**src/nand_host_regs.svh**
```systemverilog
// Timing counts and operation codes for the NAND strobe host.
// Assumes inclusion by bare name from the host module.
`ifndef NAND_HOST_REGS_SVH
`define NAND_HOST_REGS_SVH

// Clock period in picoseconds (200 MHz)
`define CLK_PERIOD_PS      5000
// Power-transition recovery, in microseconds
`define RECOVERY_US        10
// Recovery cycles, rounded up
`define RECOVERY_CYCLES    ((`RECOVERY_US * 1000000 + `CLK_PERIOD_PS - 1) / `CLK_PERIOD_PS)
// Cycles each strobe level is held
`define STROBE_HALF_CYCLES 2
// Operation kind codes on the request port
`define OP_COMMAND         3'h0
`define OP_ADDRESS         3'h1
`define OP_DATA_IN         3'h2
`define OP_DATA_OUT        3'h3
`define OP_STANDBY         3'h4
`define OP_PROTECT         3'h5

`endif

```
**src/nand_host_pkg.sv**
```systemverilog
// Types shared by the NAND strobe host.
// Assumes the constants header is on the include path.
package nand_host_pkg;
    // Six standard bus operations
    typedef enum logic [2:0]
    {
        BUS_COMMAND  = 3'h0,
        BUS_ADDRESS  = 3'h1,
        BUS_DATA_IN  = 3'h2,
        BUS_DATA_OUT = 3'h3,
        BUS_STANDBY  = 3'h4,
        BUS_PROTECT  = 3'h5
    } bus_op_t;

    // Control pin bundle driven towards the memory
    typedef struct packed
    {
        logic chip_sel_n;
        logic opcode_phase_sel;
        logic addr_phase_sel;
        logic read_strobe_n;
        logic write_strobe_n;
        logic write_prot_n;
    } ctrl_pins_t;
endpackage : nand_host_pkg

```
**src/nand_host.sv**
```systemverilog
// Host controller driving a small-page NAND memory through its pins.
// Assumes pins synchronous to MCLK_IN; ready line pulled up externally.
//
// How it works
// - Wait ten microseconds recovery before commands
// - Keep write strobe high during recovery
// - Drive write protect low at power
// - Idle flag open drain, low means busy
// - Six bus operations from control pins
`timescale 1ns/1ps
`default_nettype none
`include "nand_host_regs.svh"

module nand_host
    import nand_host_pkg::*;
#(
    parameter int RECOVERY_CYCLES = `RECOVERY_CYCLES,
    parameter int DATA_W          = 8
)
(
    input  wire logic              MCLK_IN,
    input  wire logic              RESET_IN,
    input  wire logic              REQ_VALID_IN,
    input  wire logic [2:0]        REQ_OP_IN,
    input  wire logic [DATA_W-1:0] REQ_DATA_IN,
    input  wire logic              WRITE_ENABLE_IN,
    output logic                   REQ_READY_OUT,
    output logic                   RD_VALID_OUT,
    output logic [DATA_W-1:0]      RD_DATA_OUT,
    output logic                   POWER_READY_OUT,
    input  wire logic              IDLE_FLAG_IN,
    input  wire logic [DATA_W-1:0] IO_IN,
    output logic [DATA_W-1:0]      IO_OUT,
    output logic                   IO_OE_OUT,
    output logic                   CHIP_SEL_N_OUT,
    output logic                   OPCODE_PHASE_SEL_OUT,
    output logic                   ADDR_PHASE_SEL_OUT,
    output logic                   READ_STROBE_N_OUT,
    output logic                   WRITE_STROBE_N_OUT,
    output logic                   WRITE_PROT_N_OUT
);

    localparam int CNT_W = $clog2(RECOVERY_CYCLES + 1);
    localparam logic [CNT_W-1:0] REC_LAST = CNT_W'(RECOVERY_CYCLES - 1);
    localparam logic [1:0] HALF_LAST = 2'(`STROBE_HALF_CYCLES - 1);

    // Sequencer states
    typedef enum logic [2:0] {S_RECOVER, S_IDLE, S_LOW, S_HIGH, S_BUSY} state_t;

    state_t             state_q,  state_d;     // Sequencer state
    logic [CNT_W-1:0]   rec_q,    rec_d;       // Recovery counter
    logic [1:0]         half_q,   half_d;      // Strobe phase counter
    bus_op_t            op_q,     op_d;        // Operation in flight
    ctrl_pins_t         pins_q,   pins_d;      // Registered control pins
    logic [DATA_W-1:0]  dout_q,   dout_d;      // Write data on the bus
    logic               oe_q,     oe_d;        // Bus drive enable
    logic [DATA_W-1:0]  rd_q,     rd_d;        // Captured read word
    logic               rdv_q,    rdv_d;       // Read word valid pulse
    logic               idle_s;                // Line released high

    // Pins set for one bus operation
    function automatic ctrl_pins_t op_pins(input bus_op_t op, input logic wp_n);
        ctrl_pins_t p;
        p = '{chip_sel_n: 1'b0, opcode_phase_sel: 1'b0, addr_phase_sel: 1'b0,
              read_strobe_n: 1'b1, write_strobe_n: 1'b1, write_prot_n: wp_n};
        case (op)
            BUS_COMMAND:  p.opcode_phase_sel = 1'b1;
            BUS_ADDRESS:  p.addr_phase_sel = 1'b1;
            BUS_STANDBY:  p.chip_sel_n = 1'b1;
            default:      p.chip_sel_n = 1'b0;
        endcase
        return p;
    endfunction : op_pins

    // low from any memory means busy
    assign idle_s = IDLE_FLAG_IN;
    wire is_read   = (op_q == BUS_DATA_OUT);
    wire is_strobe = (REQ_OP_IN <= `OP_DATA_OUT);
    wire half_done = (half_q == HALF_LAST);

    assign REQ_READY_OUT   = (state_q == S_IDLE) && idle_s;
    assign POWER_READY_OUT = (state_q != S_RECOVER);

    // Next-state sequencing
    always_comb
    begin
        state_d = state_q;
        rec_d   = rec_q;
        half_d  = half_q;
        op_d    = op_q;
        pins_d  = pins_q;
        dout_d  = dout_q;
        oe_d    = oe_q;
        rd_d    = rd_q;
        rdv_d   = 1'b0;
        case (state_q)
            // hold off commands until recovery ends
            S_RECOVER:
            begin
                pins_d = '{1'b1, 1'b0, 1'b0, 1'b1, 1'b1, 1'b0};
                rec_d  = rec_q + CNT_W'(1);
                if (rec_q == REC_LAST)
                begin
                    // then wait for the line to rise
                    state_d = S_BUSY;
                end
            end
            S_IDLE:
            begin
                if (REQ_VALID_IN && idle_s)
                begin
                    op_d   = bus_op_t'(REQ_OP_IN);
                    pins_d = op_pins(bus_op_t'(REQ_OP_IN), WRITE_ENABLE_IN);
                    if (REQ_OP_IN == `OP_PROTECT)
                    begin
                        pins_d.write_prot_n = 1'b0;
                    end
                    dout_d = REQ_DATA_IN;
                    oe_d   = (REQ_OP_IN <= `OP_DATA_IN);
                    half_d = 2'h0;
                    if (is_strobe)
                    begin
                        state_d = S_LOW;
                    end
                end
            end
            S_LOW:
            begin
                if (is_read)
                begin
                    pins_d.read_strobe_n = 1'b0;
                end
                else
                begin
                    pins_d.write_strobe_n = 1'b0;
                end
                half_d = half_q + 2'h1;
                if (half_done && pins_q.read_strobe_n == ~is_read)
                begin
                    half_d  = 2'h0;
                    state_d = S_HIGH;
                    if (is_read)
                    begin
                        rd_d  = IO_IN;
                        rdv_d = 1'b1;
                    end
                end
            end
            S_HIGH:
            begin
                pins_d.read_strobe_n  = 1'b1;
                pins_d.write_strobe_n = 1'b1;
                half_d = half_q + 2'h1;
                if (half_done)
                begin
                    oe_d    = 1'b0;
                    state_d = S_BUSY;
                end
            end
            S_BUSY:
            begin
                // wait for the line to release
                if (idle_s)
                begin
                    state_d = S_IDLE;
                end
            end
            default: state_d = S_RECOVER;
        endcase
    end

    // State registers
    always_ff @(posedge MCLK_IN)
    begin
        if (RESET_IN)
        begin
            state_q <= S_RECOVER;
            rec_q   <= '0;
            half_q  <= 2'h0;
            op_q    <= BUS_STANDBY;
            pins_q  <= '{1'b1, 1'b0, 1'b0, 1'b1, 1'b1, 1'b0};
            dout_q  <= '0;
            oe_q    <= 1'b0;
            rd_q    <= '0;
            rdv_q   <= 1'b0;
        end
        else
        begin
            state_q <= state_d;
            rec_q   <= rec_d;
            half_q  <= half_d;
            op_q    <= op_d;
            pins_q  <= pins_d;
            dout_q  <= dout_d;
            oe_q    <= oe_d;
            rd_q    <= rd_d;
            rdv_q   <= rdv_d;
        end
    end

    assign IO_OUT               = dout_q;
    assign IO_OE_OUT            = oe_q;
    assign RD_DATA_OUT          = rd_q;
    assign RD_VALID_OUT         = rdv_q;
    assign CHIP_SEL_N_OUT       = pins_q.chip_sel_n;
    assign OPCODE_PHASE_SEL_OUT = pins_q.opcode_phase_sel;
    assign ADDR_PHASE_SEL_OUT   = pins_q.addr_phase_sel;
    assign READ_STROBE_N_OUT    = pins_q.read_strobe_n;
    assign WRITE_STROBE_N_OUT   = pins_q.write_strobe_n;
    assign WRITE_PROT_N_OUT     = pins_q.write_prot_n;

    // Checks
    chk_recovery_strobe_high: assert property (@(posedge MCLK_IN) disable iff (RESET_IN)
        (state_q == S_RECOVER) |-> (WRITE_STROBE_N_OUT && !WRITE_PROT_N_OUT))
        else $error("Strobe or protect wrong in recovery");
    chk_no_req_recovery: assert property (@(posedge MCLK_IN) disable iff (RESET_IN)
        !POWER_READY_OUT |-> !REQ_READY_OUT)
        else $error("Request accepted during recovery");
    chk_cmd_phase_pins: assert property (@(posedge MCLK_IN) disable iff (RESET_IN)
        ($rose(WRITE_STROBE_N_OUT) && OPCODE_PHASE_SEL_OUT) |->
        (!CHIP_SEL_N_OUT && !ADDR_PHASE_SEL_OUT && READ_STROBE_N_OUT))
        else $error("Command phase pins wrong");
    chk_addr_phase_pins: assert property (@(posedge MCLK_IN) disable iff (RESET_IN)
        ($rose(WRITE_STROBE_N_OUT) && ADDR_PHASE_SEL_OUT) |->
        (!CHIP_SEL_N_OUT && !OPCODE_PHASE_SEL_OUT && READ_STROBE_N_OUT))
        else $error("Address phase pins wrong");
    chk_read_low_hold: assert property (@(posedge MCLK_IN) disable iff (RESET_IN)
        $fell(READ_STROBE_N_OUT) |=> !READ_STROBE_N_OUT)
        else $error("Read strobe low too short");
    chk_read_sample: assert property (@(posedge MCLK_IN) disable iff (RESET_IN)
        RD_VALID_OUT |-> (!READ_STROBE_N_OUT && RD_DATA_OUT == $past(IO_IN)))
        else $error("Read word not captured");
    chk_busy_blocks: assert property (@(posedge MCLK_IN) disable iff (RESET_IN)
        !IDLE_FLAG_IN |-> !REQ_READY_OUT)
        else $error("Request while busy");
    chk_strobes_exclusive: assert property (@(posedge MCLK_IN) disable iff (RESET_IN)
        !(!READ_STROBE_N_OUT && !WRITE_STROBE_N_OUT))
        else $error("Both strobes low");
    cov_command: cover property (@(posedge MCLK_IN)
        $rose(WRITE_STROBE_N_OUT) && OPCODE_PHASE_SEL_OUT);
    cov_read: cover property (@(posedge MCLK_IN) RD_VALID_OUT);
    cov_busy_wait: cover property (@(posedge MCLK_IN) state_q == S_BUSY && !IDLE_FLAG_IN);

endmodule : nand_host

`default_nettype wire

```
**config.mk**
```make
export PLATFORM = sky130hd
export DESIGN_NAME = nand_host
export DESIGN_NICKNAME = d
export VERILOG_FILES = /design/src/nand_host_pkg.sv /design/src/nand_host.sv
export VERILOG_INCLUDE_DIRS = /design/src
export SDC_FILE = /design/constraint.sdc
export NUM_CORES = 1
export LEC_CHECK = 0
export ABC_CLOCK_PERIOD_IN_PS = 1400
export BUFFER_PORTS_ARGS = -buffer_cell sky130_fd_sc_hd__buf_4
export CAP_MARGIN = 25
export CORE_ASPECT_RATIO = 1.2
export CORE_UTILIZATION = 47
export DETAILED_ROUTE_END_ITERATION = 12
export PLACE_DENSITY = 0.81
export SYNTH_ARGS = -nofsm -noshare
export SYNTH_HDL_FRONTEND = slang
export SYNTH_SLANG_ARGS = --single-unit
```
**constraint.sdc**
```tcl
create_clock -name MCLK_IN -period 1.4 [get_ports MCLK_IN]
set_input_delay 0.21 -clock MCLK_IN [delete_from_list [all_inputs] [get_ports MCLK_IN]]
set_output_delay 0.21 -clock MCLK_IN [all_outputs]
set_load 0.1 [all_outputs]
```
# After elaboration in Yosys (flattened, before gate mapping)
# Index checks and enable logic that the tools add are counted.
totals:
  ff_bits: 43
  in_bits: 24
  output_inout_bits: 26
  elab_cells: 84
classes:
  n_addsub: 2
  n_lt_le_gt_ge: 2
  eq_ne: 19
  n_mux: 24
  bitwise: 3
  n_reduce_logical: 20
ops:
  columns: ["op", "n"]
  rows:
  - ["$mux W3", 6]
  - ["$pmux W3 S5", 1]
  - ["$ne A2 B2 Y1 const B", 7]
  - ["$pmux W2 S3", 2]
  - ["$reduce_and A3 Y1", 4]
  - ["$add A11 B1 Y11 const B", 1]
  - ["$eq A11 B11 Y1 const B", 1]
  - ["$eq A3 B2 Y1 const B", 3]
  - ["$eq A3 B3 Y1 const B", 3]
  - ["$mux W1", 9]
  - ["$reduce_bool A3 Y1", 3]
  - ["$eq A3 B1 Y1 const B", 2]
  - ["$le A3 B2 Y1 const B", 2]
  - ["$logic_not A3 Y1", 2]
  - ["$mux W6", 1]
  - ["$pmux W3 S2", 1]
  - ["$reduce_and A2 Y1", 3]
  - ["$reduce_and A6 Y1", 1]
  - ["$mux W2", 2]
  - ["$pmux W1 S2", 2]
  - ["$reduce_bool A2 Y1", 2]
  - ["$logic_and A1 B1 Y1", 3]
  - ["$not A1 Y1", 3]
  - ["$reduce_or A3 Y1", 1]
  - ["5 further kinds", 5]

# Logic depth before layout (Yosys ltp)
# Gate-level depths: netlist of run 1.
depth:
  depth_word: 6
  mapped_depth: 7
  depth_no_buf: 6

# Worst setup path after synthesis of run 1
# No wires, ideal clock.
synth_path:
  path_type: "register to output"
  startpoint: "register state_q[0]"
  endpoint: "output REQ_READY_OUT"
  arrival_ps: 1570
  t_required_ps: 1190
  path_slack_ps: -380
  stages_incl_launch_ff: 3
  n_path_buf: 0
  path_cell_list: "dfxtp_1 > nor3b_2 > and2_1"
synth_between:
  elab_chain_len: 2
synth_rtl:
  columns: ["element", "line", "text"]
  rows:
  - ["from (decl)", "nand_host.sv:50", "state_t state_q, state_d;"]
  - ["from (signal assigned)", "nand_host.sv:189", "state_q <= state_d;"]
  - ["$eq A3 B1 Y1", "nand_host.sv:81", "assign REQ_READY_OUT = (state_q == S_IDLE) && idle_s;"]
  - ["$logic_and A1 B1 Y1", "nand_host.sv:81", null]
  - ["to (decl)", "nand_host.sv:27", "output logic REQ_READY_OUT,"]
# No other way between the ends.

# Worst setup path in the final report of run 1
layout_path:
  startpoint: "register state_q[1]"
  endpoint: "output REQ_READY_OUT"
# Same word-level chain as after synthesis.

==> results of run 1 <==
-- worst paths after layout --
path / from / endpoint / slack, ns / cells past startpoint
max: state_q[1]$_SDFFE_PP0P_ / REQ_READY_OUT / -0.18 / 4
min: IO_IN[6] / RD_DATA_OUT[6]$_SDFFE_PP0P_ / 0.13 / 3
max reg2reg: rec_q[5]$_SDFFE_PP0P_ / state_q[2]$_SDFFE_PP0P_ / -0.14 / 4
min reg2reg: IO_OUT[3]$_SDFFE_PP0P_ / IO_OUT[3]$_SDFFE_PP0P_ / 0.46 / 2
-- kinds of logic after synthesis --
logic type,after synthesis,synth area share (%)
xor+xnor,9,4.06
simple gates,99,26.3
mux,12,6.19
flops,43,44.3
buf+inv,16,5.99
compound gates,37,11.9
fa+ha+maj,2,1.29
-- synth_stat cells (2+ instances only) --
library cell	instances	area share, %
a21oi_1	17	4.4
a31oi_1	2	0.64
buf_6	2	1.2
clkbuf_1	5	0.97
clkbuf_8	4	2.8
dfxtp_1	43	44
ha_1	2	1.3
inv_1	3	0.58
mux2i_1	12	6.2
nand2_1	34	6.6
nand2b_1	5	1.6
nand3_1	5	1.3
nand3b_1	4	1.5
nand4_1	4	1.3
nor2_1	25	4.8
nor2b_1	2	0.64
nor3_1	4	1.0
nor4_1	3	0.97
nor4_2	3	1.9
o21ai_0	7	1.8
o21bai_1	2	0.77
or3_1	2	0.64
xnor2_1	7	3.2
xor2_1	2	0.90
-- tightest hold or removal path, cell delays in order --
cell and delay (ns):
buf_4 0.07, mux2i_1 0.05, nor2_1 0.07
-- registers in the layout, summed over array words and instances, names as in the netlist, 2 cells and up --
| signal | flops |
|---|---|
| op_q | 3 |
| half_q | 2 |
| IO_OUT | 8 |
| RD_DATA_OUT | 8 |
| rec_q | 11 |
| state_q | 3 |
-- layout make-up --
| type | instances | area share [%] |
|---|---|---|
| multi-input combinational | 159 | 39.1 |
| sequential | 43 | 29.3 |
| timing repair buffer | 91 | 24.9 |
| clock buffer | 6 | 2.76 |
| tap | 54 | 2.26 |
| clock inverter | 2 | 1.17 |
| inverter | 4 | 0.502 |
-- repair_timing --
action                     CTS  global route
resized for setup           24            39
pin swaps                    9            13
buffers inserted             8             6
cloned                       0             3
setup endpoints to repair   20            38
-- per-layer routing --
metal / GRT usage [%] / share of wire, % / vias up
met5: 0 / 0 / -
met4: 12.9 / 2.6 / 0
met3: 4.81 / 4.9 / 12
met2: 39.9 / 54 / 66
met1: 25.5 / 38 / 909
li1: - / - / 920
-- where the power goes --
part	leakage, nW	switching (mW)	internal [mW]
sequential	0.350	0.0100	1.22
clock	0.0612	0.437	0.577
combinational	0.793	0.0641	0.0676
==> impl_metrics.env, run 1 <==
export IMPL_outcome="finished with violations"
export IMPL_violations="setup timing"
export IMPL_fin_cells=359
export IMPL_cts_sinks=43
export IMPL_dpl_hpwl_um=3020
export IMPL_syn_area_um2=1940
export IMPL_setup_viol=14
export IMPL_wl_per_cell_um=15.5
export IMPL_cts_made_buffers=5
export IMPL_dp_cells=335
export IMPL_setup_tns_ns=-0.890
export IMPL_clkLatencyLatePin_ns=0.31
export IMPL_slowest_stage="dfxtp_4"
export IMPL_fin_worst_skew_ns=0.00877
export IMPL_crit_type="reg2out"
export IMPL_synth_ff_latch_count=43
export IMPL_grt_max_degree=45
export IMPL_cpPeakStageDelay_ns=0.37
export IMPL_grt_util_all_layers_pct=23.1
export IMPL_rows=25
export IMPL_max_freq_mhz=634
export IMPL_core_area_um2=3940
export IMPL_p_leak_nw=1.20
export IMPL_netlist_instances=218
export IMPL_fill_cells=268
export IMPL_antenna_found_initial=0
export IMPL_worstPathCellList="buf_8, nor3b_4, and2_4, buf_12"
export IMPL_period_minus_slack_ns=1.58
export IMPL_grt_pass1_wl_um=7610
export IMPL_antenna_cells=0
export IMPL_synth_warning_count=0
export IMPL_slew_headroom_pct=68.6
export IMPL_h_tree_depth=2
export IMPL_required_ns=1.19
export IMPL_placement_setup_worst_slack_ns=-0.121
export IMPL_power_mw=2.38
export IMPL_grt_overflow=0
export IMPL_crit_path_max_fanout=4
export IMPL_io_pins=50
export IMPL_critPathLaunchType="flop"
export IMPL_hold_slack_ns=0.130
export IMPL_ff_latch_area_um2=877
export IMPL_area_growth_pct=54.1
export IMPL_clk_pin_slew_ns=0.08
export IMPL_peakVddDrop_mv=0.496
export IMPL_dpl_cell_area_um2=2500
export IMPL_post_route_util_pct=75.9
export IMPL_die_y_um=72.4
export IMPL_clockBufferDepth=2
export IMPL_gp_congestion=0.805
export IMPL_layout_nets=330
export IMPL_vias_per_cell=5.31
export IMPL_die_w_um=60.7
export IMPL_postCtsHoldBufs=0
export IMPL_syn_area_per_cell_um2=8.91
export IMPL_port_buffers=49
export IMPL_rsz0062_at_grt="true"
export IMPL_syn_num_nets=244
export IMPL_drive_above_1_share_pct=45.2
export IMPL_crit_buf_inv=2
export IMPL_dr_first_iter_drc_count=124
export IMPL_maxCapViolCount=0
export IMPL_final_cell_mix="77 x buf_4, 36 x dfxtp_1, 32 x nand2_1"
export IMPL_hold_violations=0
export IMPL_finalCritPeriodShare_pct=113
export IMPL_fin_area_um2=2990
export IMPL_worstPathArrival_ns=1.37
export IMPL_drc=0
export IMPL_synth_ff_type="dfxtp_1"
export IMPL_antenna_left=0
export IMPL_wl_um=5570
export IMPL_final_common_cell="buf_4"
export IMPL_async_flop_share_pct=0
export IMPL_dr_pass1_iters=4
export IMPL_multi_input_comb_area_um2=1170
export IMPL_vias=1907
export IMPL_start_util_pct=49.3
export IMPL_p_per_area_nw_per_um2=796
export IMPL_end_kind="output port"
export IMPL_root_buffer="clkbuf_8"
export IMPL_synth_edff_count=0
export IMPL_cts_tree="done"
export IMPL_slew_viol_final=0
export IMPL_synth_cell_types=43
export IMPL_hold_path_class="in2reg"
export IMPL_synth_yosys_seq_area_share_pct=44.3
export IMPL_worstMarginPinSlew_ns=0.471
export IMPL_grt_pass1_vias=1762
export IMPL_worst_slack_ns=-0.176
export IMPL_fp_dieArea_um2=4390
export IMPL_cpLargestDelayFamily="simple AND/OR/NAND/NOR gates"
Note: power is estimated with default switching activity, not from simulation.
==> run 2, diff against run 1 <==
--- a/config.mk
+++ b/config.mk
@@ -9,8 +9,9 @@
 export ABC_CLOCK_PERIOD_IN_PS = 1400
-export BUFFER_PORTS_ARGS = -buffer_cell sky130_fd_sc_hd__buf_4
 export CAP_MARGIN = 25
 export CORE_ASPECT_RATIO = 1.2
-export CORE_UTILIZATION = 47
+export CORE_UTILIZATION = 48
 export DETAILED_ROUTE_END_ITERATION = 12
-export PLACE_DENSITY = 0.81
+export DONT_BUFFER_PORTS = 1
+export GPL_ROUTABILITY_DRIVEN = 0
+export PLACE_DENSITY = 0.71
 export SYNTH_ARGS = -nofsm -noshare
--- a/constraint.sdc
+++ b/constraint.sdc
@@ -3,2 +3,2 @@
 set_output_delay 0.21 -clock MCLK_IN [all_outputs]
-set_load 0.1 [all_outputs]
+set_load 0.01 [all_outputs]
==> impl_metrics.env, run 2 (synthesized netlist as in run 1, its figures left out) <==
export IMPL_grt_pass1_vias=1526
export IMPL_cts_tree="done"
export IMPL_cts_sinks=43
export IMPL_p_per_area_nw_per_um2=852
export IMPL_hold_violations=21
export IMPL_die_y_um=71.7
export IMPL_h_tree_depth=2
export IMPL_dr_pass1_iters=4
export IMPL_max_freq_mhz=687
export IMPL_rsz0062_at_grt="true"
export IMPL_die_w_um=60.1
export IMPL_final_cell_mix="37 x dfxtp_1, 34 x nand2_1, 25 x nor2_1"
export IMPL_outcome="finished with violations"
export IMPL_p_seq_share_pct=60.9
export IMPL_fill_cells=312
export IMPL_drive_above_1_share_pct=27.5
export IMPL_fp_dieArea_um2=4300
export IMPL_root_buffer="clkbuf_8"
export IMPL_hold_path_class="in2reg"
export IMPL_grt_pass1_wl_um=6590
export IMPL_dpl_hpwl_um=2850
export IMPL_area_growth_pct=22.7
export IMPL_worstMarginPinSlew_ns=0.368
export IMPL_antenna_left=0
export IMPL_pwr_share_clk_pct=37.0
export IMPL_crit_type="reg2reg"
export IMPL_clkLatencyLatePin_ns=0.29
export IMPL_wl_per_cell_um=14.3
export IMPL_power_switching_mw=0.430
export IMPL_setup_tns_ns=-0.421
export IMPL_largest_register_ffs=11
export IMPL_antenna_found_initial=0
export IMPL_maxCapViolCount=0
export IMPL_comb_power_share_pct=2.2
export IMPL_hold_slack_ns=-0.0144
export IMPL_critPathLaunchType="flop"
export IMPL_grt_overflow=0
export IMPL_cts_made_buffers=5
export IMPL_clockBufferDepth=2
export IMPL_start_util_pct=51.7
export IMPL_crit_path_max_fanout=4
export IMPL_wl_um=4240
export IMPL_core_area_um2=3750
export IMPL_slew_headroom_pct=75.4
export IMPL_p_int_mw=1.60
export IMPL_power_mw=2.03
export IMPL_regMostFlops="rec_q"
export IMPL_antenna_cells=0
export IMPL_layout_nets=269
export IMPL_fin_worst_skew_ns=0.00559
export IMPL_worst_slack_ns=-0.0561
export IMPL_dr_first_iter_drc_count=164
export IMPL_worstPathArrival_ns=1.64
export IMPL_io_pins=50
export IMPL_grt_util_all_layers_pct=19.9
export IMPL_setup_viol=9
export IMPL_port_buffers=0
export IMPL_required_ns=1.58
export IMPL_clk_pin_slew_ns=0.08
export IMPL_violations="hold timing, setup timing"
export IMPL_drc=0
export IMPL_slew_viol_final=0
export IMPL_finalCritPeriodShare_pct=104
export IMPL_end_kind="flop"
export IMPL_grt_max_degree=45
export IMPL_peakVddDrop_mv=0.763
export IMPL_switching_share_pct=21.2
export IMPL_vias=1596
export IMPL_vias_per_cell=5.39
export IMPL_p_leak_nw=0.855
export IMPL_final_common_cell="dfxtp_1"
export IMPL_period_minus_slack_ns=1.46
export IMPL_rows=24
==> run 2: final timing paths <==
check	start	to	slack (ns)	cells after the start
setup / recovery	op_q[2]$_SDFFE_PP1P_	RD_DATA_OUT[6]$_SDFFE_PP0P_	-0.06	5
hold reg to reg	op_q[0]$_SDFFE_PP0P_	op_q[0]$_SDFFE_PP0P_	0.45	2
hold / removal	RESET_IN	rec_q[4]$_SDFFE_PP0P_	-0.01	1
setup reg to reg	op_q[2]$_SDFFE_PP1P_	RD_DATA_OUT[6]$_SDFFE_PP0P_	-0.06	5
==> run 2: routing by layer <==
metal / global-route usage (%) / wire, um
met3: 5.96 / 181
met2: 32.8 / 2150
met1: 24.7 / 1860
met4: 6.20 / 50
met5: 0 / 0
==> run 2: cell type report <==
cell class | count | area [um2] | area share, %
clock inverters | 2 | 12.5 | 0.525
well taps | 52 | 65.1 | 2.73
clock buffers | 6 | 72.6 | 3.04
inverters | 4 | 17.5 | 0.735
multi-input cells | 159 | 1100 | 46.2
flip-flops and latches | 43 | 873 | 36.6
repair buffers | 30 | 241 | 10.1
==> run 2: through the flow <==
stage                     util (%)  worst slack (ns)  instance area [um2]  hold WS (ns)  std cells
after floorplan                  -           -0.0217                 1940         0.343        218
after global placement        56.2           -0.0762                 2110         0.284        284
after detailed placement      56.2            -0.117                 2110         0.286        284
after CTS                     60.5           -0.0523                 2270       -0.0213        294
after global routing          63.5            -0.122                 2380       -0.0327        296
final                         63.5           -0.0561                 2380       -0.0144        296
==> run 2: worst max-delay path, stage by stage, from the launching register on <==
cell and delay, ns:
dfxtp_1 0.31, nand3b_1 0.21, nor4_4 0.38, buf_4 0.22, mux2i_1 0.18, nor2_1 0.05
==> run 2: power by group through the flow <==
stage	Clock [mW]	Combinational, mW	Sequential [mW]
after global routing	0.823	0.0488	1.24
after floorplan	0	0.0460	1.26
after detailed placement	0	0.0389	1.26
final	0.751	0.0442	1.24
after global placement	0	0.0368	1.26
after CTS	0.768	0.0395	1.23
==> run 2: repair_timing <==
action / in CTS / in global routing
setup buffers: 1 / 1
gates cloned: 1 / 1
resized for setup: 17 / 21
pin swaps: 4 / 3
setup endpoints to repair: 20 / 35
endpoints found under the hold margin: 35 / 36
